===== src/rtl/smfs_defs.svh =====
// Constants of the safety mode and fault supervisor
`ifndef SMFS_DEFS_SVH
`define SMFS_DEFS_SVH

// ****************************************************************
// Timing
// ****************************************************************
`define SMFS_CLK_PERIOD_NS 8.0
`define SMFS_NS_PER_MS     1.0e6
`define SMFS_APP_CYCLE_MS  2.5
`define SMFS_LINK_TMO_MS   5.0

// ****************************************************************
// Fault levels, fault sources, platform state
// ****************************************************************
`define SMFS_FT_NONE  2'h0
`define SMFS_FT_III   2'h1
`define SMFS_FT_II    2'h2
`define SMFS_FT_I     2'h3
`define SMFS_SRC_NONE 2'h0
`define SMFS_SRC_IN   2'h1
`define SMFS_SRC_OUT  2'h2
`define SMFS_SRC_SELF 2'h3
`define SMFS_LVL_LAN  2'h2
`define SMFS_PLAT_OK   2'h0
`define SMFS_PLAT_DEGR 2'h1
`define SMFS_PLAT_FAIL 2'h2

// ****************************************************************
// Synchronised pin positions
// ****************************************************************
`define SMFS_NPINS    6
`define SMFS_PIN_PWR  0
`define SMFS_PIN_SEAT 1
`define SMFS_PIN_PSU  2
`define SMFS_PIN_TUNE 3
`define SMFS_PIN_ARM  4
`define SMFS_PIN_LAN  5

`endif


===== src/rtl/smfs_pkg.sv =====
// Types of the safety mode and fault supervisor
package smfs_pkg;
  // Operating modes
  typedef enum logic [2:0] {
    SMFS_UNPOWERED,
    SMFS_POWER_UP,
    SMFS_RUN,
    SMFS_SAFE_RUN,
    SMFS_TUNING,
    SMFS_FAULT_HALT,
    SMFS_CONFIG
  } smfs_mode_type;
  // Phases of one processing cycle
  typedef enum logic [1:0] {
    SMFS_PH_RECEIVE,
    SMFS_PH_PROCESS,
    SMFS_PH_TRANSMIT,
    SMFS_PH_SWITCH
  } smfs_phase_type;
endpackage


===== src/rtl/smfs_link_if.sv =====
// Carrier between the supervisor and its link monitor
`timescale 1ns/1ps
interface smfs_link_if #(
  parameter int N = 8
) ();
  logic         enable;   // Links active
  logic [N-1:0] rx_seen;  // Frame received per module
  logic [N-1:0] lost;     // Link lost per module
  modport sup (output enable, output rx_seen, input lost);
  modport mon (input enable, input rx_seen, output lost);
endinterface


===== src/rtl/smfs_link_mon.sv =====
// Per-module link loss detector
`timescale 1ns/1ps
`include "smfs_defs.svh"
module smfs_link_mon
  import smfs_pkg::*;
#(
  parameter int N   = 8,
  parameter int TMO = 625000
) (
  // Clock and reset
  input  wire logic clk_i,
  input  wire logic rst_n_i,
  // Link status carrier
  smfs_link_if.mon  lnk
);

  localparam int CW = $clog2(TMO + 1);

  logic [CW-1:0] cnt_q [N];  // Silence counters
  logic [N-1:0]  lost_q;     // Sticky loss flags

  // ****************************************************************
  // Silence counters and loss flags
  // ****************************************************************
  // A module silent for the timeout is lost until links drop
  always_ff @(posedge clk_i or negedge rst_n_i) begin
    if (!rst_n_i) begin
      lost_q <= '0;
      for (int i = 0; i < N; i++) begin
        cnt_q[i] <= '0;
      end
    end else begin
      for (int i = 0; i < N; i++) begin
        if (!lnk.enable) begin
          // Links idle: forget old state
          cnt_q[i]  <= '0;
          lost_q[i] <= 1'b0;
        end else if (lnk.rx_seen[i]) begin
          cnt_q[i] <= '0;
        end else if (cnt_q[i] == CW'(TMO - 1)) begin
          lost_q[i] <= 1'b1;
        end else begin
          cnt_q[i] <= cnt_q[i] + CW'(1);
        end
      end
    end
  end

  assign lnk.lost = lost_q;
endmodule


===== src/rtl/smfs_supervisor.sv =====
// Operating mode and fault response supervisor, top level
`timescale 1ns/1ps
`include "smfs_defs.svh"
module smfs_supervisor
  import smfs_pkg::*;
#(
  parameter int          N_IO     = 8,
  parameter int          DATA_W   = 16,
  parameter int          N_OUT    = 6,
  parameter logic [5:0]  SAFE_OUT = 6'h00,
  parameter int          APP_CYCLE_CLKS =
    int'(`SMFS_APP_CYCLE_MS * `SMFS_NS_PER_MS / `SMFS_CLK_PERIOD_NS),
  parameter int          LINK_TMO_CLKS  =
    int'(`SMFS_LINK_TMO_MS * `SMFS_NS_PER_MS / `SMFS_CLK_PERIOD_NS)
) (
  // Clock and reset
  input  wire logic                     clk_i,
  input  wire logic                     rst_n_i,
  // Pins from outside the clock domain
  input  wire logic                     power_good_i,
  input  wire logic                     seated_i,
  input  wire logic                     psu_fault_i,
  input  wire logic                     tune_key_i,
  input  wire logic                     arm_key_i,
  input  wire logic                     lan_up_i,
  // Mode control from on-chip logic
  input  wire logic                     power_up_mode_done_i,
  input  wire logic                     safe_output_request_i,
  input  wire logic                     app_safe_req_i,
  input  wire logic                     cfg_req_i,
  input  wire logic                     cfg_done_i,
  input  wire logic                     phase_done_i,
  // Diagnostics
  input  wire logic [1:0]               self_fault_i,
  input  wire logic [1:0]               in_fault_i,
  input  wire logic [1:0]               out_fault_i,
  input  wire logic                     crc_fail_i,
  // Change requests for configuration or tuning
  input  wire logic                     chg_req_i,
  input  wire logic                     chg_is_tune_i,
  output logic                          chg_ack_o,
  output logic                          chg_nak_o,
  // Module links
  input  wire logic [N_IO-1:0]          rx_valid_i,
  input  wire logic [N_IO*DATA_W-1:0]   rx_data_i,
  output logic [N_IO*DATA_W-1:0]        rx_data_o,
  output logic                          link_en_o,
  output logic                          trip_o,
  output logic [N_IO-1:0]               module_lost_o,
  // Field outputs
  input  wire logic [N_OUT-1:0]         out_req_i,
  output logic [N_OUT-1:0]              field_out_o,
  output logic                          field_conn_o,
  // Status
  output logic [2:0]                    mode_o,
  output logic [1:0]                    phase_o,
  output logic                          heartbeat_o,
  output logic [7:0]                    ind_code_o,
  output logic [7:0]                    mnt_code_o,
  output logic [1:0]                    platform_o,
  output logic                          lan_fail_o,
  output logic [1:0]                    in_fault_o,
  output logic [1:0]                    out_fault_o
);

  localparam int CCW = $clog2(APP_CYCLE_CLKS + 1);

  logic [`SMFS_NPINS-1:0] sync1_q;    // First synchroniser stage
  logic [`SMFS_NPINS-1:0] sync2_q;    // Second synchroniser stage
  logic                   pwr, seat, psu, tune, arm, lan;
  smfs_mode_type          mode_q, mode_d;  // Operating mode
  smfs_phase_type         phase_q;    // Processing phase
  logic [CCW-1:0]         cyc_q;      // Cycle time counter
  logic                   proc_on;    // Processing active
  logic                   overrun;    // Cycle too long
  logic                   hb_stop_q;  // Heartbeat frozen
  logic [1:0]             err_lvl_q;  // Worst level so far
  logic [1:0]             err_src_q;  // Its source
  logic [1:0]             cand_lvl;   // Worst level now
  logic [1:0]             cand_src;
  logic                   link_on;
  logic [7:0]             code;

  smfs_link_if #(.N(N_IO)) lnk ();

  smfs_link_mon #(
    .N   (N_IO),
    .TMO (LINK_TMO_CLKS)
  ) u_link_mon (
    .clk_i   (clk_i),
    .rst_n_i (rst_n_i),
    .lnk     (lnk)
  );

  // Escalation of an I/O module fault; lesser ones go to app logic
  function automatic logic [1:0] smfs_escalate(input logic [1:0] f);
    smfs_escalate = (f == `SMFS_FT_I) ? f : `SMFS_FT_NONE;
  endfunction

  // ****************************************************************
  // Pin synchronisers
  // ****************************************************************
  always_ff @(posedge clk_i or negedge rst_n_i) begin
    if (!rst_n_i) begin
      sync1_q <= '0;
      sync2_q <= '0;
    end else begin
      sync1_q <= {lan_up_i, arm_key_i, tune_key_i,
                  psu_fault_i, seated_i, power_good_i};
      sync2_q <= sync1_q;
    end
  end

  assign pwr  = sync2_q[`SMFS_PIN_PWR];
  assign seat = sync2_q[`SMFS_PIN_SEAT];
  assign psu  = sync2_q[`SMFS_PIN_PSU];
  assign tune = sync2_q[`SMFS_PIN_TUNE];
  assign arm  = sync2_q[`SMFS_PIN_ARM];
  assign lan  = sync2_q[`SMFS_PIN_LAN];

  // ****************************************************************
  // Mode sequencer
  // ****************************************************************
  // Next mode; power loss beats every other cause
  always_comb begin
    mode_d = mode_q;
    case (mode_q)
      SMFS_UNPOWERED: begin
        if (pwr) mode_d = SMFS_POWER_UP;
      end
      SMFS_POWER_UP: begin
        if (power_up_mode_done_i) mode_d = SMFS_RUN;
      end
      SMFS_RUN: begin
        if (app_safe_req_i) mode_d = SMFS_SAFE_RUN;
      end
      SMFS_SAFE_RUN: begin
        if (safe_output_request_i && app_safe_req_i && tune && arm) begin
          mode_d = SMFS_TUNING;
        end else if (cfg_req_i) begin
          mode_d = SMFS_CONFIG;
        end else if (!app_safe_req_i) begin
          mode_d = SMFS_RUN;
        end
      end
      SMFS_TUNING: begin
        // Password checking is the maintenance station's job
        if (!(tune && arm)) mode_d = SMFS_SAFE_RUN;
      end
      SMFS_CONFIG: begin
        if (cfg_done_i) mode_d = SMFS_POWER_UP;
      end
      SMFS_FAULT_HALT: begin
        mode_d = SMFS_FAULT_HALT;
      end
      default: begin
        mode_d = SMFS_FAULT_HALT;
      end
    endcase
    if (mode_q != SMFS_UNPOWERED && (psu || hb_stop_q)) begin
      mode_d = SMFS_FAULT_HALT;
    end
    if (!pwr) mode_d = SMFS_UNPOWERED;
  end

  // Mode register
  always_ff @(posedge clk_i or negedge rst_n_i) begin
    if (!rst_n_i) mode_q <= SMFS_UNPOWERED;
    else          mode_q <= mode_d;
  end

  // ****************************************************************
  // Processing cycle
  // ****************************************************************
  assign proc_on = (mode_q == SMFS_POWER_UP) || (mode_q == SMFS_RUN) ||
                   (mode_q == SMFS_SAFE_RUN) || (mode_q == SMFS_TUNING);
  assign overrun = proc_on && (cyc_q == CCW'(APP_CYCLE_CLKS - 1)) &&
                   !(phase_q == SMFS_PH_SWITCH && phase_done_i);

  // Four phases in fixed order, cycle time counted
  always_ff @(posedge clk_i or negedge rst_n_i) begin
    if (!rst_n_i) begin
      phase_q <= SMFS_PH_RECEIVE;
      cyc_q   <= '0;
    end else if (!proc_on) begin
      phase_q <= SMFS_PH_RECEIVE;
      cyc_q   <= '0;
    end else begin
      cyc_q <= (cyc_q == CCW'(APP_CYCLE_CLKS - 1)) ? cyc_q
                                                   : cyc_q + CCW'(1);
      if (phase_done_i) begin
        case (phase_q)
          SMFS_PH_RECEIVE:  phase_q <= SMFS_PH_PROCESS;
          SMFS_PH_PROCESS:  phase_q <= SMFS_PH_TRANSMIT;
          SMFS_PH_TRANSMIT: phase_q <= SMFS_PH_SWITCH;
          default: begin
            phase_q <= SMFS_PH_RECEIVE;
            cyc_q   <= '0;
          end
        endcase
      end
    end
  end

  // Heartbeat toggles at each completed cycle until frozen
  always_ff @(posedge clk_i or negedge rst_n_i) begin
    if (!rst_n_i) begin
      heartbeat_o <= 1'b0;
      hb_stop_q   <= 1'b0;
    end else if (mode_q == SMFS_UNPOWERED) begin
      hb_stop_q <= 1'b0;
    end else begin
      if (crc_fail_i) hb_stop_q <= 1'b1;
      if (overrun) hb_stop_q <= 1'b1;
      if (self_fault_i == `SMFS_FT_I && phase_q == SMFS_PH_PROCESS &&
          proc_on) begin
        hb_stop_q <= 1'b1;
      end
      if (!hb_stop_q && proc_on && phase_q == SMFS_PH_SWITCH &&
          phase_done_i) begin
        heartbeat_o <= ~heartbeat_o;
      end
    end
  end

  // ****************************************************************
  // Links and field outputs
  // ****************************************************************
  assign link_on = pwr && seat && mode_q != SMFS_UNPOWERED &&
                   mode_q != SMFS_FAULT_HALT;
  assign lnk.enable  = link_en_o;
  assign lnk.rx_seen = rx_valid_i & {N_IO{link_en_o}};

  // Link enable, trip flag and per-module state
  always_ff @(posedge clk_i or negedge rst_n_i) begin
    if (!rst_n_i) begin
      link_en_o     <= 1'b0;
      trip_o        <= 1'b0;
      module_lost_o <= '0;
    end else begin
      link_en_o     <= link_on;
      trip_o        <= |lnk.lost;
      module_lost_o <= lnk.lost;
    end
  end

  // Received data, zeroed for lost or idle links
  always_ff @(posedge clk_i or negedge rst_n_i) begin
    if (!rst_n_i) begin
      rx_data_o <= '0;
    end else begin
      for (int i = 0; i < N_IO; i++) begin
        if (!link_en_o || lnk.lost[i]) begin
          rx_data_o[i*DATA_W +: DATA_W] <= '0;
        end else if (rx_valid_i[i]) begin
          rx_data_o[i*DATA_W +: DATA_W] <= rx_data_i[i*DATA_W +: DATA_W];
        end
      end
    end
  end

  // Field outputs driven only in run with healthy links
  always_ff @(posedge clk_i or negedge rst_n_i) begin
    if (!rst_n_i) begin
      field_out_o  <= SAFE_OUT;
      field_conn_o <= 1'b0;
    end else begin
      if (mode_q == SMFS_RUN && link_en_o && !(|lnk.lost)) begin
        field_out_o <= out_req_i;
      end else begin
        field_out_o <= SAFE_OUT;
      end
      field_conn_o <= seat && pwr;
    end
  end

  // Change requests, refused outside the matching mode
  always_ff @(posedge clk_i or negedge rst_n_i) begin
    if (!rst_n_i) begin
      chg_ack_o <= 1'b0;
      chg_nak_o <= 1'b0;
    end else begin
      chg_ack_o <= chg_req_i && mode_q != SMFS_UNPOWERED &&
                   (chg_is_tune_i ? mode_q == SMFS_TUNING
                                  : mode_q == SMFS_CONFIG);
      chg_nak_o <= chg_req_i && (mode_q == SMFS_UNPOWERED ||
                   (chg_is_tune_i ? mode_q != SMFS_TUNING
                                  : mode_q != SMFS_CONFIG));
    end
  end

  // ****************************************************************
  // Fault classification and reporting
  // ****************************************************************
  // Worst present fault across the three classes
  always_comb begin
    cand_lvl = self_fault_i;
    cand_src = (self_fault_i != `SMFS_FT_NONE) ? `SMFS_SRC_SELF
                                                : `SMFS_SRC_NONE;
    if (smfs_escalate(in_fault_i) > cand_lvl) begin
      cand_lvl = smfs_escalate(in_fault_i);
      cand_src = `SMFS_SRC_IN;
    end
    if (smfs_escalate(out_fault_i) > cand_lvl) begin
      cand_lvl = smfs_escalate(out_fault_i);
      cand_src = `SMFS_SRC_OUT;
    end
  end

  // Error latch and network loss, held until power-off
  always_ff @(posedge clk_i or negedge rst_n_i) begin
    if (!rst_n_i) begin
      err_lvl_q  <= `SMFS_FT_NONE;
      err_src_q  <= `SMFS_SRC_NONE;
      lan_fail_o <= 1'b0;
    end else if (mode_q == SMFS_UNPOWERED) begin
      err_lvl_q  <= `SMFS_FT_NONE;
      err_src_q  <= `SMFS_SRC_NONE;
      lan_fail_o <= 1'b0;
    end else begin
      if (cand_lvl > err_lvl_q) begin
        err_lvl_q <= cand_lvl;
        err_src_q <= cand_src;
      end
      if (proc_on && !lan) lan_fail_o <= 1'b1;
    end
  end

  assign code = {mode_q, lan_fail_o, err_src_q, err_lvl_q};

  // Status to indicator board and maintenance link
  always_ff @(posedge clk_i or negedge rst_n_i) begin
    if (!rst_n_i) begin
      ind_code_o  <= '0;
      mnt_code_o  <= '0;
      platform_o  <= `SMFS_PLAT_OK;
      mode_o      <= '0;
      phase_o     <= '0;
      in_fault_o  <= `SMFS_FT_NONE;
      out_fault_o <= `SMFS_FT_NONE;
    end else begin
      ind_code_o  <= code;
      mnt_code_o  <= code;
      mode_o      <= mode_q;
      phase_o     <= phase_q;
      in_fault_o  <= in_fault_i;
      out_fault_o <= out_fault_i;
      if (err_lvl_q == `SMFS_FT_I || mode_q == SMFS_FAULT_HALT) begin
        platform_o <= `SMFS_PLAT_FAIL;
      end else if (err_lvl_q != `SMFS_FT_NONE || trip_o || lan_fail_o) begin
        platform_o <= `SMFS_PLAT_DEGR;
      end else begin
        platform_o <= `SMFS_PLAT_OK;
      end
    end
  end
endmodule


===== config.mk =====
export PLATFORM = sky130hd
export DESIGN_NAME = smfs_supervisor
export DESIGN_NICKNAME = d
export VERILOG_FILES = /design/src/rtl/smfs_pkg.sv /design/src/rtl/smfs_link_if.sv /design/src/rtl/smfs_link_mon.sv /design/src/rtl/smfs_supervisor.sv
export VERILOG_INCLUDE_DIRS = /design/src /design/src/rtl
export SDC_FILE = /design/constraint.sdc
export NUM_CORES = 1
export LEC_CHECK = 0
export BUFFER_PORTS_ARGS = -buffer_cell sky130_fd_sc_hd__buf_2
export CORE_UTILIZATION = 52
export CTS_BUF_LIST = sky130_fd_sc_hd__clkbuf_4 sky130_fd_sc_hd__clkbuf_8
export DETAILED_ROUTE_END_ITERATION = 6
export PLACE_DENSITY = 0.79
export SYNTH_ARGS = -nofsm -noshare
export SYNTH_HDL_FRONTEND = slang
export SYNTH_SLANG_ARGS = --single-unit

===== constraint.sdc =====
create_clock -name clk_i -period 1.95 [get_ports clk_i]
set_input_delay 0.2925 -clock clk_i [delete_from_list [all_inputs] [get_ports clk_i]]
set_output_delay 0.2925 -clock clk_i [all_outputs]
set_load 0.03 [all_outputs]

==> results of run 1 <==
critical path: cells and delay by family:
family	cells	cell delay, ps
adder cells (fa/ha/maj)	3	690
AO/OA/AOI/OAI	7	1150
AND/OR/NAND/NOR	5	520
buffers and inverters	1	100
cells by family after synthesis:
| group | count (synthesis) | share of synthesized area, % |
|---|---|---|
| AOI/OAI and AO/OA | 224 | 8.09 |
| xor gates and xnor gates | 71 | 3.59 |
| adders and majority gates | 22 | 1.59 |
| buffers and inverters | 117 | 2.79 |
| DFF | 374 | 54.0 |
| muxes | 148 | 8.61 |
| and+or+nand+nor | 720 | 21.3 |
routing by layer:
metal  vias up  global-route usage, %  share of wire, %
met4         0                   12.4               3.9
met5         -                      0                 0
met2       709                   48.7                50
met3       181                   5.47               6.3
met1      7690                   35.0                40
li1       7185                      -                 -
worst min path at each step:
stage                     to        from  slack, ps
2_1_floorplan      chg_ack_o     rst_n_i         -3
3_3_place_gp   rx_data_o[43]     rst_n_i        230
3_5_place_dp   rx_data_o[32]     rst_n_i        240
4_1_cts            mode_q[2]  cfg_done_i         30
5_1_grt            mode_q[2]  cfg_done_i         60
6_report           mode_q[2]  cfg_done_i         80
per-stage QoR:
stage	cells	worst slack (ps)	setup TNS, ps
2_1_floorplan	1676	-548	-1910
3_3_place_gp	2510	-749	-2700
3_5_place_dp	2510	-841	-3070
4_1_cts	2766	-132	-178
5_1_grt	2773	-396	-1610
6_report	2775	-321	-1200
area by class of cell:
cell class	count	area [um^2]
repair buffers	631	4350
clock inverters	10	109
flip-flops and latches	374	9360
fillers	2200	9140
diodes	2	5.00
inverters	36	140
well taps	442	553
clock buffers	95	1200
multi-input cells	1185	7840
power groups by stage:
stage / registers [mW] / clock network (mW) / logic [mW]
after floorplan: 8.81 / 0 / 1.11
after global placement: 8.43 / 0 / 2.31
after detailed placement: 8.45 / 0 / 2.39
after CTS: 8.32 / 7.36 / 2.72
after global routing: 8.37 / 7.75 / 3.17
final: 8.36 / 7.26 / 2.99
cells in the final DEF (no fill, tap or decap), types with 6 or more instances in the layout:
cell and instances:
dfrtp_1 371, buf_2 336, nor2_1 238, dlygate4sd3_1 148, mux2i_1 140, buf_4 138
nand2_1 108, clkbuf_8 78, a21oi_1 73, nand3_1 61, o21ai_0 50, xnor2_1 49
or3_1 39, nor3_1 38, inv_1 34, or4_1 31, nor4_1 30, nand2b_1 29
o31ai_1 28, nand4_1 27, xor2_1 22, clkbuf_4 17, and2_1 15, and3_1 14
ha_1 14, nor4b_1 13, and4_1 12, nor2b_1 10, a21o_1 9, a41o_1 8
mux2_2 8, a31oi_1 7, ha_4 7, o21a_1 6, a21oi_2 6
timing repair:
action / in CTS / in global routing
hold endpoints to repair: 188 / 0
setup endpoints to repair: 7 / 33
resized for setup: 18 / 49
pin swaps: 11 / 20
setup buffers: 3 / 7
hold buffers: 148 / 0
state kept, by name, indices dropped and copies added (netlist names), 2 cells and up:
name / count
module_lost_o: 8
phase_q: 2
platform_o: 2
err_lvl_q: 2
mnt_code_o: 8
field_out_o: 6
rx_data_o: 128
cyc_q: 19
sync2_q: 6
phase_o: 2
in_fault_o: 2
u_link_mon.lnk.lost: 8
sync1_q: 6
u_link_mon.cnt_q: 160
err_src_q: 2
out_fault_o: 2
mode_q: 3
==> flow_metrics.tcl, run 1 <==
set metrics [dict create \
    gp_congestion 0.903 \
    r2r_slack_ps 0 \
    power_frac_comb_pct 16.1 \
    p_leak_nw 11.2 \
    grt_first_pass_wirelength_um 77700 \
    synth_area_mm2 0.0173 \
    final_cell_area_mm2 0.0236 \
    layout_min_cycle_time_ps 2270 \
    cts_tree "done" \
    grt_pass1_vias 15800 \
    min_delay_path_depth 3 \
    ir_worst_vdd_uv 659 \
    worst_setup_path_start_kind "input port" \
    worstRegToRegCells 6 \
    wl_um 50100 \
    clk_transition_reported_paths_ps 70 \
    grt_usage_pct 28.5 \
    clkLatencyLatePin_ps 610 \
    rsz0062_at_grt "yes" \
    synthArstFlopShare_pct 100 \
    via_per_inst 5.68 \
    hold_viol 0 \
    skew_ps 25.5 \
    grt-ovfl-total 0 \
    switching_share_pct 28.3 \
    synth_top_area_cell "dfrtp_1" \
    ys_seq_area_share_pct 54.0 \
    worstSetupPathType "input port to register" \
    crit_slowest_cell "ha_4" \
    reg2reg_from "u_link_mon.cnt_q[150]" \
    crit_chain "buf_6 > nand2_8 > ha_4 > nand2b_4 > a21bo_4 > nand2_4 > ha_4 > nor2_4 > a2bb2oi_4 > a21o_1 > a21boi_4 > ha_4 > nand2_2 > o21ai_4 > a21oi_1 > a21oi_2" \
    syn-num-nets 1863 \
    syn2layout_area_growth_pct 36.0 \
    min_path_type "input port to register" \
    p_int_mw 13.4 \
    cts_buffer_depth 3 \
    max_freq_mhz 440 \
    synth.area.top_cells "dfrtp_1 (54%), mux2i_1 (8.1%), nor2_1 (5.2%), xnor2_1 (2.5%), nand2_1 (2.4%)" \
    tightest_slew_ps 706 \
    initial_core_util_pct 53.0 \
    end_kind "register" \
    ys_seq_elements 374 \
    syn_inst 1676 \
    avgSynthCellArea_um2 10.3 \
    setup_ws_ps -321 \
    p_clk_share_pct 39.0 \
    detail_route.wl_per_cell_um 18.0 \
    clock_sinks 374 \
    core_mm2 0.0327 \
    power_frac_seq_pct 44.9 \
    synth-main-ff-cell "dfrtp_1" \
    slew_viol_final 0 \
    placed_area_mm2 0.0204 \
    cts-root-buf "clkbuf_8" \
    layout-drive-gt1-share_pct 28.7 \
    p_sw_mw 5.26 \
    maxCapViolations 0 \
    cpMostUsedCell "ha_4" \
    dr.pass1.iters 6 \
    fin_crit_sh_pct 116 \
    max_stage_delay_ps 300 \
    ioPinCount 341 \
    yosys_warnings 0 \
    port_buffers 340 \
    required_ps 2430 \
    die_y_um 185 \
    nets 2475 \
    p_per_area_mw_per_mm2 790 \
    htreeDepth 2 \
    numCtsBuffers 60 \
    timing.rr.end "u_link_mon.cnt_q[156]" \
    rows 66 \
    antenna_found_initial 0 \
    vias 15800 \
    drc_errors 0 \
    setup_viol 5 \
    synth_top_cells_by_count "dfrtp_1 (374), nor2_1 (241), mux2i_1 (140)" \
    drtIter0Drc 1305 \
    status "finished with violations" \
    holdWs_ps 76.5 \
    ant_nets 0 \
    die_w_um 185 \
    worstPathMaxFanout 5 \
    dieArea_mm2 0.0341 \
    synth_top_cell_area_share_pct 54.0 \
    grt_max_degree 86 \
    finalPower_mw 18.6 \
    synth_edf_count 0 \
    startpoint "in_fault_i[1]" \
    failed_checks "negative setup slack" \
    crit_arrival_ps 2750 \
    hpwl_um 29800 \
    synth_most_common_cell "dfrtp_1" \
    utilization_pct 72.1 \
    synth.distinct_cells 60 \
    crit_path_end "err_lvl_q[0]" \
    maxSlewHeadroom_pct 52.9 \
]
(Power assumes the default switching activity.)
==> run 2, diff against run 1 <==
- CORE_MARGIN: unset -> 3
- HOLD_SLACK_MARGIN: unset -> 0.03
- PLACE_DENSITY: 0.79 -> 0.76
==> flow_metrics.tcl, run 2 (synthesis gave the netlist of run 1 again) <==
set metrics [dict create \
    worst_setup_path_start_kind "input port" \
    grt_max_degree 73 \
    ioPinCount 341 \
    maxCapViolations 0 \
    die_w_um 189 \
    detail_route.wl_per_cell_um 17.7 \
    fin_crit_sh_pct 106 \
    ant_nets 0 \
    gp_congestion 0.887 \
    wl_um 49100 \
    cts_tree "done" \
    largest_register "u_link_mon.cnt_q" \
    grt_usage_pct 26.9 \
    ir_worst_vdd_uv 544 \
    grt_pass1_vias 16200 \
    rsz0062_at_grt "yes" \
    power_frac_comb_pct 15.5 \
    required_ps 2500 \
    slew_viol_final 0 \
    max_freq_mhz 482 \
    layout-drive-gt1-share_pct 28.2 \
    layout_min_cycle_time_ps 2070 \
    min_path_type "input port to register" \
    power_frac_seq_pct 43.9 \
    end_kind "register" \
    numCtsBuffers 60 \
    clkLatencyLatePin_ps 620 \
    p_leak_nw 11.3 \
    nFillCells 2242 \
    clock_sinks 374 \
    cts_buffer_depth 3 \
    worstPathMaxFanout 4 \
    drc_errors 0 \
    clk_transition_reported_paths_ps 80 \
    dr.pass1.iters 5 \
    p_int_mw 13.8 \
    htreeDepth 2 \
    place_ws_ps -831 \
    crit_arrival_ps 2620 \
    switching_share_pct 27.4 \
    grt-ovfl-total 0 \
    hpwl_um 31100 \
    largest_reg_flops 160 \
    setup_viol 4 \
    port_buffers 340 \
    grt_first_pass_wirelength_um 79600 \
    rows 66 \
    placed_area_mm2 0.0204 \
    tightest_slew_ps 689 \
    hold_viol 0 \
    finalPower_mw 19.0 \
    holdWs_ps 80.5 \
    layout_commonest_cell "dfrtp_1" \
    vias 15500 \
    maxSlewHeadroom_pct 54.0 \
    nets 2478 \
    status "finished with violations" \
    via_per_inst 5.58 \
    initial_core_util_pct 53.0 \
    cts-root-buf "clkbuf_8" \
    skew_ps 37.7 \
    final_cell_area_mm2 0.0236 \
    p_per_area_mw_per_mm2 807 \
    largestRegisters "u_link_mon.cnt_q: 160 flops, rx_data_o: 128 flops, cyc_q: 19 flops" \
    worstSetupPathType "input port to register" \
    antenna_found_initial 1 \
    drtIter0Drc 945 \
    layout_common_cells "dfrtp_1 (372), buf_2 (337), nor2_1 (238)" \
    setup_ws_ps -125 \
    p_clk_share_pct 40.6 \
    dieArea_mm2 0.0356 \
    syn2layout_area_growth_pct 36.1 \
    failed_checks "negative setup slack" \
    p_sw_mw 5.22 \
    core_mm2 0.0327 \
    die_y_um 189 \
]
run 2: changes by cell type in the layout (fill, tap and decap cells not counted), sizes merged, moves of 2 or more:
| cell | change |
|---|---|
| clkbuf | -6 |
| clkinv | +7 |
| bufinv | +4 |
| buf | +2 |
| clkinvlp | -2 |
run 2: layout make-up:
type,count,area [um^2],area share [%]
Sequential cell,374,9360,39.7
Multi-Input combinational cell,1185,7750,32.8
Timing Repair Buffer,634,4390,18.6
Clock buffer,89,1160,4.90
Tap cell,442,553,2.34
Clock inverter,19,245,1.04
Inverter,36,140,0.594
Antenna cell,1,2.50,0.0106
run 2: path summary, 6_finish.rpt:
| check | depth (start not counted) | end | from | slack, ps |
|---|---|---|---|---|
| worst max-delay path | 15 | err_src_q[0] | self_fault_i[1] | -120 |
| worst min-delay path | 3 | mode_q[2] | cfg_done_i | 80 |
| worst max register to register | 6 | u_link_mon.cnt_q[40] | u_link_mon.cnt_q[40] | 30 |
| worst min register to register | 0 | sync2_q[4] | sync1_q[4] | 340 |
| max in group asynchronous | 3 | rx_data_o[23] | rst_n_i | 1070 |
| min in group asynchronous | 2 | u_link_mon.cnt_q[107] | rst_n_i | 140 |
run 2: per-layer routing:
layer	GRT usage, %	routed length [um]
met3	5.49	2840
met2	46.0	24500
met1	33.2	19800
met4	11.5	2030
met5	0	0
run 2: stage by stage:
step                      setup TNS (ps)  instances  util [%]
after floorplan                    -1910       1676         -
after global placement             -2720       2513      62.5
after detailed placement           -3040       2513      62.5
after CTS                           -154       2773      71.6
after global routing                -733       2780      72.2
final                               -424       2780      72.2
run 2: repair_timing:
item | CTS | global route
pin swaps | 10 | 13
resized for setup | 13 | 33
hold endpoints to repair | 523 | 0
setup endpoints to repair | 5 | 24
hold buffers | 149 | 0
gates cloned | 0 | 0
setup buffers | 3 | 6
run 2: worst max-delay path, cell delays in order:
cell and delay [ps]:
buf_2 120, inv_4 80, ha_4 220, nand2b_4 160, a21bo_4 220, nand2_4 60, ha_4 190, a2bb2oi_2 150
a21o_1 150, a21boi_4 220, ha_4 230, nand2_4 80, o21ai_4 80, a211o_1 240, a21oi_2 130
run 2: power groups by stage:
stage                     clock network (mW)  logic [mW]  registers [mW]
after detailed placement                   0        2.42            8.45
after global routing                    8.25        3.16            8.37
after CTS                               7.86        2.74            8.32
after global placement                     0        2.35            8.44
final                                   7.74        2.95            8.35
after floorplan                            0        1.11            8.81
